`config.mk`:
```
export PLATFORM = sky130hd
export DESIGN_NAME = timer_ctrlb_setclr_sync_busy_flags
export DESIGN_NICKNAME = d
export VERILOG_FILES = /design/src/design/timer_ctrlb_pkg.sv /design/src/design/timer_ctrlb_setclr_sync_busy_flags.sv
export VERILOG_INCLUDE_DIRS = /design/src /design/src/design
export SDC_FILE = /design/constraint.sdc
export NUM_CORES = 1
export LEC_CHECK = 0
export BUFFER_PORTS_ARGS = -buffer_cell sky130_fd_sc_hd__buf_2
export CORE_AREA = 4 4 99 101
export CTS_BUF_LIST = sky130_fd_sc_hd__clkbuf_16
export DETAILED_ROUTE_END_ITERATION = 8
export DIE_AREA = 0 0 103 105
export PLACE_DENSITY_LB_ADDON = 0.2
export SLEW_MARGIN = 40
export SYNTH_ARGS = -nofsm -noshare
export SYNTH_HDL_FRONTEND = slang
export SYNTH_SLANG_ARGS = --single-unit
```
`constraint.sdc`:
```
create_clock -name clock -period 1.4 [get_ports clock]
set_input_delay 0.07 -clock clock [delete_from_list [all_inputs] [get_ports clock]]
set_output_delay 0.07 -clock clock [all_outputs]
set_load 0.03 [all_outputs]
```
`src/design/timer_ctrlb_defs.svh`:
```
`ifndef TIMER_CTRLB_DEFS_SVH
`define TIMER_CTRLB_DEFS_SVH

// ----------------------------------------------------------------
// Register indices (byte address is four times the index)
// ----------------------------------------------------------------
`define IDX_CTRLB_CLEAR   6'h04
`define IDX_CTRLB_SET     6'h05
`define IDX_SYNC_BUSY     6'h08
`define IDX_SLOT_STATUS   6'h0a

// ----------------------------------------------------------------
// Bus widths and answers
// ----------------------------------------------------------------
`define AXI_ADDR_W        8
`define AXI_DATA_W        32
`define RESP_OKAY         2'h0
`define RESP_SLVERR       2'h2

// ----------------------------------------------------------------
// Control field positions and reset value
// ----------------------------------------------------------------
`define CTRL_DIR_BIT      0
`define CTRL_LOCK_BIT     1
`define CTRL_SINGLE_BIT   2
`define CTRL_SLOT_LSB     3
`define CTRL_SLOT_MSB     4
`define CTRL_CMD_LSB      5
`define CTRL_CMD_MSB      7
`define CTRL_RESET        8'h00

// ----------------------------------------------------------------
// Busy flag layout
// ----------------------------------------------------------------
`define BUSY_W            23
`define BUSY_CCB_LSB      19
`define BUSY_CC_LSB       8
`define BUSY_CTRLB_BIT    2
`define BUSY_RESET        23'h000000
`define BUSY_FIXED_MASK   23'h0700ff
`define MAX_CHANNELS      4

// ----------------------------------------------------------------
// Control-B crossing latency, in clock cycles
// ----------------------------------------------------------------
`define CTRLB_SYNC_CYCLES 4'h4

`endif

```
`src/design/timer_ctrlb_pkg.sv`:
```
`default_nettype none
`include "timer_ctrlb_defs.svh"

package timer_ctrlb_pkg;

  typedef enum logic [2:0] {
    CMD_NONE      = 3'h0,
    CMD_RETRIGGER = 3'h1,
    CMD_STOP      = 3'h2,
    CMD_UPDATE    = 3'h3,
    CMD_FETCH     = 3'h4
  } sw_cmd_t;

  typedef enum logic [1:0] {
    SLOT_ALTERNATE = 2'h0,
    SLOT_FORCE_B   = 2'h1,
    SLOT_FORCE_A   = 2'h2,
    SLOT_REPEAT    = 2'h3
  } slot_cmd_t;

  typedef struct packed {
    sw_cmd_t   cmd;
    slot_cmd_t ramp_slot_command;
    logic      single_run;
    logic      buffer_update_lock;
    logic      dir;
  } ctrl_t;

  typedef struct packed {
    logic                   awvalid;
    logic [`AXI_ADDR_W-1:0] awaddr;
    logic                   wvalid;
    logic [`AXI_DATA_W-1:0] wdata;
    logic [3:0]             wstrb;
    logic                   bready;
    logic                   arvalid;
    logic [`AXI_ADDR_W-1:0] araddr;
    logic                   rready;
  } axi_req_t;

  typedef struct packed {
    logic                   awready;
    logic                   wready;
    logic                   bvalid;
    logic [1:0]             bresp;
    logic                   arready;
    logic                   rvalid;
    logic [`AXI_DATA_W-1:0] rdata;
    logic [1:0]             rresp;
  } axi_rsp_t;

  typedef struct packed {
    logic retrigger;
    logic stop;
    logic update;
    logic count_fetch_request;
  } cmd_pulse_t;

  typedef struct packed {
    ctrl_t                  ctrl;
    logic                   aw_held;
    logic [`AXI_ADDR_W-1:0] aw_addr;
    logic                   w_held;
    logic [`AXI_DATA_W-1:0] w_data;
    logic [3:0]             w_strb;
    logic                   bvalid;
    logic [1:0]             bresp;
    logic                   rvalid;
    logic [`AXI_DATA_W-1:0] rdata;
    logic [1:0]             rresp;
    logic [`BUSY_W-1:0]     busy;
    logic [3:0]             ctrlb_wait;
    logic                   ramp_slot_flag;
    cmd_pulse_t             pulses;
    logic                   copy_buffers;
    logic                   counter_halt;
  } state_t;

endpackage

`default_nettype wire

```
`src/design/timer_ctrlb_setclr_sync_busy_flags.sv`:
```
// How it works
// RQ1: Lock bit blocks buffer-to-active copies.
// RQ2: Lock ignored while input capture enabled.
// RQ3: Unlocked: copy buffers on wrap or retrigger.
// RQ4: Direction reads one while counting down.
// RQ5: Clear address one on direction: count up.
// RQ6: Set address one on direction: count down.
// RQ7: Set and clear share one control state.
// RQ8: Command runs next prescaled tick, then zeroes.
// RQ9: Codes: none, retrigger, stop, update, fetch.
// RQ10: Set address: nonzero valid code becomes pending.
// RQ11: Slot command runs at update, flag updated.
// RQ12: Slot codes: alternate, force B, A, repeat.
// RQ13: Set address: nonzero slot code becomes pending.
// RQ14: Single run halts at wrap or stop.
// RQ15: Set address one enables single run.
// RQ16: Buffer busy flags at bits 22:16.
// RQ17: Active compare and period busy at 11:7.
// RQ18: Busy flags only for existing channels.
// RQ19: Reserved busy bits always read zero.
// RQ20: Lower busy flags bits 6:0, same behaviour.
// RQ21: Clear address cancels matching pending command.
// RQ22: Control write shows busy on next read.
// RQ23: Software polls busy before rewriting register.
`default_nettype none
`include "timer_ctrlb_defs.svh"

module timer_ctrlb_setclr_sync_busy_flags
  import timer_ctrlb_pkg::*;
#(
  parameter int CHANNELS = `MAX_CHANNELS
) (
  input  wire logic               clock,
  input  wire logic               arst_n,
  input  wire axi_req_t           axi_req,
  output axi_rsp_t                axi_rsp,
  input  wire logic               timer_tick,
  input  wire logic               wrap_event,
  input  wire logic               retrigger_event,
  input  wire logic               capture_enabled,
  input  wire logic               dual_slope_ramp,
  input  wire logic [`BUSY_W-1:0] sync_start,
  input  wire logic [`BUSY_W-1:0] sync_done,
  output logic                    count_down,
  output logic                    single_run,
  output logic                    ramp_slot_flag,
  output logic                    copy_buffers,
  output logic                    counter_halt,
  output cmd_pulse_t              cmd_pulses
);

  // ----------------------------------------------------------------
  // Busy mask: absent compare channels behave as reserved
  // ----------------------------------------------------------------
  logic [`BUSY_W-1:0] busy_mask;
  logic [`MAX_CHANNELS-1:0] chan_present;

  genvar gi;
  generate
    for (gi = 0; gi < `MAX_CHANNELS; gi++) begin : g_chan
      assign chan_present[gi] = (gi < CHANNELS); // [RQ18]
    end
  endgenerate

  always_comb begin
    busy_mask = `BUSY_FIXED_MASK; // [RQ19] [RQ20] [RQ16] [RQ17]
    busy_mask[`BUSY_CC_LSB +: `MAX_CHANNELS]  = chan_present; // [RQ18]
    busy_mask[`BUSY_CCB_LSB +: `MAX_CHANNELS] = chan_present; // [RQ18]
  end

  // ----------------------------------------------------------------
  // State
  // ----------------------------------------------------------------
  state_t s_reg;
  state_t s_next;

  logic       awready;
  logic       wready;
  logic       arready;
  logic       wr_go;
  logic       wr_ctrl;
  logic [5:0] wr_idx;
  logic [5:0] rd_idx;
  logic       exec_cmd;
  logic       exec_update;
  logic       exec_stop;
  logic       upd_cond;
  sw_cmd_t    w_cmd;
  slot_cmd_t  w_slot;
  logic [`BUSY_W-1:0] b_start;
  logic [`BUSY_W-1:0] b_done;

  assign awready = !s_reg.aw_held && !s_reg.bvalid;
  assign wready  = !s_reg.w_held && !s_reg.bvalid;
  assign arready = !s_reg.rvalid;
  assign wr_go   = s_reg.aw_held && s_reg.w_held;
  assign wr_idx  = s_reg.aw_addr[`AXI_ADDR_W-1:2];
  assign rd_idx  = axi_req.araddr[`AXI_ADDR_W-1:2];
  assign w_cmd   = sw_cmd_t'(s_reg.w_data[`CTRL_CMD_MSB:`CTRL_CMD_LSB]);
  assign w_slot  = slot_cmd_t'(s_reg.w_data[`CTRL_SLOT_MSB:`CTRL_SLOT_LSB]);
  assign wr_ctrl = wr_go && s_reg.w_strb[0]
                   && (wr_idx == `IDX_CTRLB_SET || wr_idx == `IDX_CTRLB_CLEAR);

  always_comb begin
    s_next              = s_reg;
    s_next.pulses       = '0;
    s_next.copy_buffers = 1'b0;
    s_next.counter_halt = 1'b0;

    // ----------------------------------------------------------------
    // Bus handshakes
    // ----------------------------------------------------------------
    if (axi_req.awvalid && awready) begin
      s_next.aw_held = 1'b1;
      s_next.aw_addr = axi_req.awaddr;
    end
    if (axi_req.wvalid && wready) begin
      s_next.w_held = 1'b1;
      s_next.w_data = axi_req.wdata;
      s_next.w_strb = axi_req.wstrb;
    end
    if (s_reg.bvalid && axi_req.bready) begin
      s_next.bvalid = 1'b0;
    end
    if (wr_go) begin
      s_next.aw_held = 1'b0;
      s_next.w_held  = 1'b0;
      s_next.bvalid  = 1'b1;
      if (wr_idx == `IDX_CTRLB_SET || wr_idx == `IDX_CTRLB_CLEAR
          || wr_idx == `IDX_SYNC_BUSY || wr_idx == `IDX_SLOT_STATUS) begin
        s_next.bresp = `RESP_OKAY;
      end else begin
        s_next.bresp = `RESP_SLVERR;
      end
    end

    if (s_reg.rvalid && axi_req.rready) begin
      s_next.rvalid = 1'b0;
    end
    if (axi_req.arvalid && arready) begin
      s_next.rvalid = 1'b1;
      s_next.rresp  = `RESP_OKAY;
      unique case (rd_idx)
        `IDX_CTRLB_SET,
        `IDX_CTRLB_CLEAR: s_next.rdata = 32'(s_reg.ctrl); // [RQ7] [RQ4]
        `IDX_SYNC_BUSY:   s_next.rdata = 32'(s_reg.busy & busy_mask); // [RQ19]
        `IDX_SLOT_STATUS: s_next.rdata = 32'(s_reg.ramp_slot_flag);
        default: begin
          s_next.rdata = '0;
          s_next.rresp = `RESP_SLVERR;
        end
      endcase
    end

    // ----------------------------------------------------------------
    // Command execution on the prescaled tick
    // ----------------------------------------------------------------
    exec_cmd    = timer_tick && (s_reg.ctrl.cmd != CMD_NONE); // [RQ8]
    exec_update = exec_cmd && (s_reg.ctrl.cmd == CMD_UPDATE);
    exec_stop   = exec_cmd && (s_reg.ctrl.cmd == CMD_STOP);
    if (exec_cmd) begin
      unique case (s_reg.ctrl.cmd) // [RQ9]
        CMD_RETRIGGER: s_next.pulses.retrigger           = 1'b1;
        CMD_STOP:      s_next.pulses.stop                = 1'b1;
        CMD_UPDATE:    s_next.pulses.update              = 1'b1;
        CMD_FETCH:     s_next.pulses.count_fetch_request = 1'b1;
        default:       s_next.pulses                     = '0;
      endcase
      s_next.ctrl.cmd = CMD_NONE; // [RQ8]
    end

    // ----------------------------------------------------------------
    // Update condition: buffer copy, ramp slot; halt on single-run wrap or stop
    // ----------------------------------------------------------------
    upd_cond = wrap_event || retrigger_event || exec_update;
    s_next.copy_buffers = upd_cond
                          && (!s_reg.ctrl.buffer_update_lock // [RQ1] [RQ3]
                              || capture_enabled); // [RQ2]
    s_next.counter_halt = (s_reg.ctrl.single_run && wrap_event) // [RQ14]
                          || exec_stop;
    if (upd_cond && dual_slope_ramp) begin
      unique case (s_reg.ctrl.ramp_slot_command) // [RQ11] [RQ12]
        SLOT_ALTERNATE: s_next.ramp_slot_flag = !s_reg.ramp_slot_flag;
        SLOT_FORCE_B:   s_next.ramp_slot_flag = 1'b1;
        SLOT_FORCE_A:   s_next.ramp_slot_flag = 1'b0;
        SLOT_REPEAT:    s_next.ramp_slot_flag = s_reg.ramp_slot_flag;
      endcase
      s_next.ctrl.ramp_slot_command = SLOT_ALTERNATE; // [RQ11]
    end

    // ----------------------------------------------------------------
    // Software set/clear; applied last so a new command wins
    // ----------------------------------------------------------------
    if (wr_ctrl && wr_idx == `IDX_CTRLB_SET) begin
      if (s_reg.w_data[`CTRL_DIR_BIT]) begin
        s_next.ctrl.dir = 1'b1; // [RQ6]
      end
      if (s_reg.w_data[`CTRL_LOCK_BIT]) begin
        s_next.ctrl.buffer_update_lock = 1'b1;
      end
      if (s_reg.w_data[`CTRL_SINGLE_BIT]) begin
        s_next.ctrl.single_run = 1'b1; // [RQ15]
      end
      if (w_slot != SLOT_ALTERNATE) begin
        s_next.ctrl.ramp_slot_command = w_slot; // [RQ13]
      end
      // Reserved codes are dropped rather than left pending
      if (w_cmd != CMD_NONE && w_cmd <= CMD_FETCH) begin
        s_next.ctrl.cmd = w_cmd; // [RQ10]
      end
    end
    if (wr_ctrl && wr_idx == `IDX_CTRLB_CLEAR) begin
      if (s_reg.w_data[`CTRL_DIR_BIT]) begin
        s_next.ctrl.dir = 1'b0; // [RQ5]
      end
      if (s_reg.w_data[`CTRL_LOCK_BIT]) begin
        s_next.ctrl.buffer_update_lock = 1'b0;
      end
      if (s_reg.w_data[`CTRL_SINGLE_BIT]) begin
        s_next.ctrl.single_run = 1'b0;
      end
      if (w_slot != SLOT_ALTERNATE && w_slot == s_reg.ctrl.ramp_slot_command) begin
        s_next.ctrl.ramp_slot_command = SLOT_ALTERNATE; // [RQ21]
      end
      if (w_cmd != CMD_NONE && w_cmd == s_reg.ctrl.cmd) begin
        s_next.ctrl.cmd = CMD_NONE; // [RQ21]
      end
    end

    // ----------------------------------------------------------------
    // Busy flags; a start in the completion cycle keeps the flag set
    // ----------------------------------------------------------------
    b_start = sync_start;
    b_done  = sync_done;
    b_start[`BUSY_CTRLB_BIT] = wr_ctrl; // [RQ22]
    b_done[`BUSY_CTRLB_BIT]  = (s_reg.ctrlb_wait == 4'h1);
    if (wr_ctrl) begin
      s_next.ctrlb_wait = `CTRLB_SYNC_CYCLES;
    end else if (s_reg.ctrlb_wait != 4'h0) begin
      s_next.ctrlb_wait = s_reg.ctrlb_wait - 4'h1;
    end
    s_next.busy = ((s_reg.busy & ~b_done) | b_start) & busy_mask; // [RQ16] [RQ17] [RQ20]
  end

  always_ff @(posedge clock or negedge arst_n) begin
    if (!arst_n) begin
      s_reg      <= '0;
      s_reg.ctrl <= ctrl_t'(`CTRL_RESET);
      s_reg.busy <= `BUSY_RESET;
    end else begin
      s_reg <= s_next;
    end
  end

  // ----------------------------------------------------------------
  // Outputs
  // ----------------------------------------------------------------
  always_comb begin
    axi_rsp.awready = awready;
    axi_rsp.wready  = wready;
    axi_rsp.bvalid  = s_reg.bvalid;
    axi_rsp.bresp   = s_reg.bresp;
    axi_rsp.arready = arready;
    axi_rsp.rvalid  = s_reg.rvalid;
    axi_rsp.rdata   = s_reg.rdata;
    axi_rsp.rresp   = s_reg.rresp;
  end

  assign count_down     = s_reg.ctrl.dir; // [RQ4]
  assign single_run     = s_reg.ctrl.single_run;
  assign ramp_slot_flag = s_reg.ramp_slot_flag;
  assign copy_buffers   = s_reg.copy_buffers;
  assign counter_halt   = s_reg.counter_halt;
  assign cmd_pulses     = s_reg.pulses;

endmodule

`default_nettype wire

```
==> impl_metrics.ini, run 1 <==
[routing]
via_per_inst = 4.59
ant_nets = 0
first_pass_iters = 4
vias = 2828
dr.first_iter.drc_count = 60
wire_per_inst_um = 13.1
wl_um = 8090
drc_errors = 0

[floorplan]
io_pins = 160
core-area_um2 = 9020
placement_rows = 35
dieWidth_um = 103
start_util = 0.413
die_h_um = 105
die_area_um2 = 10800

[timing]
hold_viol_final = 0
worst_clock_skew_ns = 0.00640
setup_viol = 8
fmax_ghz = 0.648
setup_tns_ns = -0.633
setup_ws_ns = -0.144
fin_crit_sh = 1.10
period_needed_ns = 1.54
slew_viol_final = 0
rsz0062_at_grt = yes
relSlewSlack = 0.658
worstMarginPinSlew_ns = 0.509

[logic_synthesis]
async_flop_share = 1.00
syn_avg_cell_area_um2 = 10.5
synth_cells = 354
synth_edf_count = 0
yosysWarnings = 0
ys_types = 44
synth_seq_cells = 78
syn_area_um2 = 3730
ys_seq_area_frac = 0.523
synthFlopType = dfrtp_1

[critical_path]
endpoint_kind = register
reg2reg_slack_ns = -0.14
arrival_ns = 1.75
crit_type = reg2reg
crit_fanout = 3
cp-startpoint = s_reg[82]
r2r_start = s_reg[82]
startpoint_type = register
cp.required_ns = 1.60

[layout]
finalNetCount = 616
layout-drive-gt1-share = 0.350
finalCoreUtilization = 0.562
syn_to_final_growth_pct = 36.0
largest_register_ffs = 45
antennaDiodeCount = 0
fin_cells = 616

[global_routing]
grt_pass1_wl_um = 13300
grt.overflow.total = 0
grt_usage = 0.155
grt_max_degree = 79
antenna_found_initial = 0
first_global_vias = 2855

[clock_tree]
cts.sinks = 78
clock_tree.htree_level_count = 3
cts_tree = yes
clk_pin_slew_ns = 0.06
clk_path_buf_depth = 2
clock_latency_ns = 0.33
clock-root-buffer = clkbuf_16
numCtsBuffers = 9

[flow_run]
maxCapViolations = 0

[power_and_ir_drop]
p_int_w = 0.00516
seq_power_share = 0.406
peakVddDrop_mv = 0.997
comb_power_share = 0.287
clock_power_share = 0.307
p_per_area_nw_per_um2 = 1470
p_total_w = 0.00747
p_sw_w = 0.00231
p_leak_nw = 2.67
netSwitchingFraction = 0.310

[placement]
port_buffers = 103
dp_slack_ns = -0.145
place_hpwl_um = 5690
dp.cells = 553
gp_congestion = 0.749

[status]
failed_checks = negative setup slack
outcome = finished, violations left

[hold_path]
min_from = sync_done[7]
hold_path.class = in2reg
==> layout make-up <==
type                       count  area [um2]
inverter                      31         116
multi-input combinational    205        1360
timing repair buffer         175        1200
fill                         805        3950
clock buffer                   9         225
tap                          111         139
clock inverter                 7        73.8
sequential                    78        1950
==> per-stage QoR <==
stage / cell area (um2) / hold slack (ns)
after CTS: 5030 / 0.00629
after global placement: 4270 / 0.127
after global routing: 5070 / 0.0105
after detailed placement: 4270 / 0.124
after floorplan: 3780 / -0.226
final: 5070 / 0.0136
==> cell families (layout without fill, tap and decap cells) <==
logic type               after synthesis  after routing  synth area share
XOR/XNOR                               5              5            0.0117
AO/OA/AOI/OAI                         62             62             0.114
other                                  1             15           0.00101
adder cells (fa/ha/maj)                6              6            0.0201
flip-flops                            78             78             0.523
multiplexers                          19             19            0.0591
AND/OR/NAND/NOR                       98             98             0.136
buffers and inverters                 85            222             0.135
==> timing repair <==
action / CTS / global route
hold buffers: 45 / 0
hold endpoints to repair: 113 / 0
setup buffers: 0 / 2
resized for setup: 4 / 7
endpoints found under the setup margin: 9 / 22
pin swaps: 1 / 5
==> worst paths after layout <==
kind	to	cells past startpoint
setup / recovery	s_reg[123]	6
max in group asynchronous	s_reg[122]	3
min in group asynchronous	axi_rsp[19]	3
setup reg to reg	s_reg[123]	6
hold / removal	s_reg[18]	3
hold reg to reg	axi_rsp[20]	2
==> layout by cell type (no fill, tap or decap), types with 8 or more instances in the layout <==
master         instances
o21ai_0               15
buf_2                102
nand2_1               41
clkbuf_16              9
conb_1                15
nand3_1               11
dfrtp_1               77
a22oi_1                8
mux2_2                12
a21o_1                21
buf_4                 25
nor2_1                14
inv_1                 31
dlygate4sd3_1         45
==> power by group through the flow <==
stage	Clock (W)	Combinational (W)	Sequential, W
floorplan	0	0.00132	0.00306
global placement	0	0.00190	0.00304
detailed placement	0	0.00194	0.00306
CTS	0.00236	0.00210	0.00303
global route	0.00247	0.00238	0.00310
finish	0.00229	0.00214	0.00304
==> metal layers <==
layer / up-vias / part of all wire / track usage
met5: - / 0 / 0
met1: 1319 / 0.43 / 0.193
met2: 87 / 0.49 / 0.258
li1: 1410 / - / -
met4: 0 / 0.013 / 0.0463
met3: 12 / 0.071 / 0.0447
==> Yosys cell counts, types with 2 or more instances <==
cell | number | area [um2]
buf_4 | 45 | 338
nor4bb_1 | 4 | 40.0
and3_1 | 3 | 18.8
buf_2 | 5 | 25.0
a21oi_1 | 6 | 30.0
mux2i_1 | 4 | 40.0
ha_1 | 6 | 75.1
nand2_1 | 41 | 154
nor2b_1 | 5 | 31.3
mux2_2 | 12 | 135
xor2_1 | 3 | 26.3
o21ai_0 | 15 | 75.1
mux2_4 | 3 | 45.0
nor3_1 | 3 | 15.0
nor2_1 | 15 | 56.3
a22oi_1 | 8 | 60.1
and2_1 | 2 | 12.5
a21o_1 | 21 | 158
inv_1 | 31 | 116
or3_1 | 2 | 12.5
nand3_1 | 12 | 60.1
a32oi_1 | 2 | 17.5
clkbuf_1 | 3 | 11.3
o22ai_1 | 3 | 18.8
nand2_2 | 3 | 18.8
dfrtp_1 | 78 | 1950
xnor2_1 | 2 | 17.5
==> worst max-delay path: stages, from the launching register on <==
cell	delay [ns]
dfrtp_1	0.39
nor2_2	0.11
ha_1	0.24
and2_4	0.14
nand4_1	0.21
mux2i_1	0.25
nor2_1	0.08
(Power assumes the default switching activity.)
==> inputs of run 2 (changes only) <==
- MAX_ROUTING_LAYER: default -> met4
- PLACE_DENSITY: default -> 0.78
- PLACE_DENSITY_LB_ADDON: 0.2 -> default
==> run 2 against run 1 <==
The flow still finishes with violations (negative setup slack). Sequential power hardly changed. Clock power down 10%. Non-clock buffer count is 1 lower. Combinational power increased by 6%. Critical path depth is the same. Die area did not move. Critical endpoint unchanged. Via count up 2.7%. Global-route usage increased by 1.1 points. Register-to-register slack gained 0.05 ns. Final area decreased by 0.17%. Highest routed layer unchanged.
==> impl_metrics.ini, run 2 (synthesized netlist as in run 1, its figures left out) <==
[critical_path]
cpMostUsedCell = nor2_1
path_delay_family = simple AND/OR/NAND/NOR gates
critPathBufInv = 0
r2r_cells = 6
arrival_ns = 1.70
cp_cell_sequence = nor2_1 -> ha_1 -> and2_4 -> nand4_1 -> mux2i_1 -> nor2_1
cp_slowest_cell = dfrtp_1
r2r_start = s_reg[82]
crit_fanout = 3
cp.required_ns = 1.60
crit_type = reg2reg
endpoint_kind = register
reg2reg_slack_ns = -0.09
startpoint_type = register
max_stage_delay_ns = 0.38
rr_endpoint = s_reg[123]

[timing]
worstMarginPinSlew_ns = 0.570
worst_clock_skew_ns = 0.00562
slew_viol_final = 0
fmax_ghz = 0.671
holdWs_ns = 0.0123
setup_ws_ns = -0.0914
hold_viol_final = 0
setup_viol = 7
fin_crit_sh = 1.07
period_needed_ns = 1.49
setup_tns_ns = -0.362
rsz0062_at_grt = yes
relSlewSlack = 0.617

[floorplan]
placement_rows = 35
dieWidth_um = 103
core-area_um2 = 9020
start_util = 0.413
io_pins = 160
die_h_um = 105
die_area_um2 = 10800

[layout]
multi_input_area_um2 = 1400
fillers = 757
fin_cells = 615
finalCoreUtilization = 0.561
final_common_cell = buf_2
syn_to_final_growth_pct = 35.7
final_cell_area_um2 = 5060
largest_register_ffs = 45
finalNetCount = 615
antennaDiodeCount = 0
layout-drive-gt1-share = 0.365
regArea_um2 = 1950
most-common-layout-cells = 102 x buf_2, 78 x dfrtp_1, 41 x nand2_1

[clock_tree]
clock-root-buffer = clkbuf_16
numCtsBuffers = 9
cts.sinks = 78
clock_tree.htree_level_count = 3
clock_latency_ns = 0.33
clk_pin_slew_ns = 0.06
cts_tree = yes
clk_path_buf_depth = 2

[status]
outcome = finished, violations left
failed_checks = negative setup slack

[routing]
ant_nets = 0
wire_per_inst_um = 14.2
vias = 2905
first_pass_iters = 4
dr.first_iter.drc_count = 86
via_per_inst = 4.72
wl_um = 8750
drc_errors = 0

[placement]
placed_area_um2 = 4300
dp.cells = 557
port_buffers = 103
gp_congestion = 0.779
place_hpwl_um = 6160

[power_and_ir_drop]
p_per_area_nw_per_um2 = 1460
p_leak_nw = 2.68
peakVddDrop_mv = 1.03

[hold_path]
min_from = sync_done[8]
hold-path-cell-count = 3
hold_path.class = in2reg
min_to = s_reg[19]

[global_routing]
grt_pass1_wl_um = 13900
first_global_vias = 3029
grt_usage = 0.167
grt.overflow.total = 0
antenna_found_initial = 0
grt_max_degree = 42

[flow_run]
maxCapViolations = 0
==> run 2: what timing repair did <==
action | 4_1_cts | 5_1_grt
cloned | 0 | 0
endpoints found under the setup margin | 10 | 19
hold buffers | 40 | 0
hold endpoints to repair | 113 | 0
buffers inserted | 0 | 2
pin swaps | 2 | 8
resized for setup | 5 | 15
==> run 2: how the worst max path moves through the flow <==
stage	start	end	slack, ns	cells after the start
floorplan	s_reg[115]	register	-0.02	5
global placement	s_reg[115]	register	-0.09	4
CTS	s_reg[81]	s_reg[123]	-0.09	6
detailed placement	s_reg[115]	register	-0.14	4
finish	s_reg[82]	s_reg[123]	-0.09	6
global route	s_reg[82]	s_reg[125]	-0.17	6
==> run 2: report_power, final <==
part / switching [W] / internal, W
registers: 0.000373 / 0.00268
clock network: 0.000865 / 0.00118
logic: 0.00114 / 0.00114
total: 0.00237 / 0.00501
==> run 2: cell type report <==
cell class                 instances  share of cell area
inverter                          31              0.0230
sequential                        78               0.386
clock inverter                     7             0.00865
multi-input combinational        205               0.277
clock buffer                       9              0.0445
tap                              111              0.0274
timing repair buffer             174               0.234
==> run 2: through the flow <==
step | setup slack, ns | total power, W
2_1_floorplan | -0.0233 | 0.00438
5_1_grt | -0.168 | 0.00784
3_3_place_gp | -0.0908 | 0.00494
4_1_cts | -0.0918 | 0.00727
3_5_place_dp | -0.141 | 0.00506
6_report | -0.0914 | 0.00738
==> run 2: worst register-to-register path: stages, from the launching register on <==
cell and delay, ns:
dfrtp_1 0.38, nor2_1 0.12, ha_1 0.24, and2_4 0.13, nand4_1 0.20, mux2i_1 0.24
nor2_1 0.06
==> run 2: routing by layer <==
metal,GRT usage,part of all wire,vias up
met5,-,0,-
met4,0.0472,0.014,0
met3,0.0481,0.066,13
met2,0.276,0.50,104
met1,0.196,0.42,1376
li1,-,-,1412
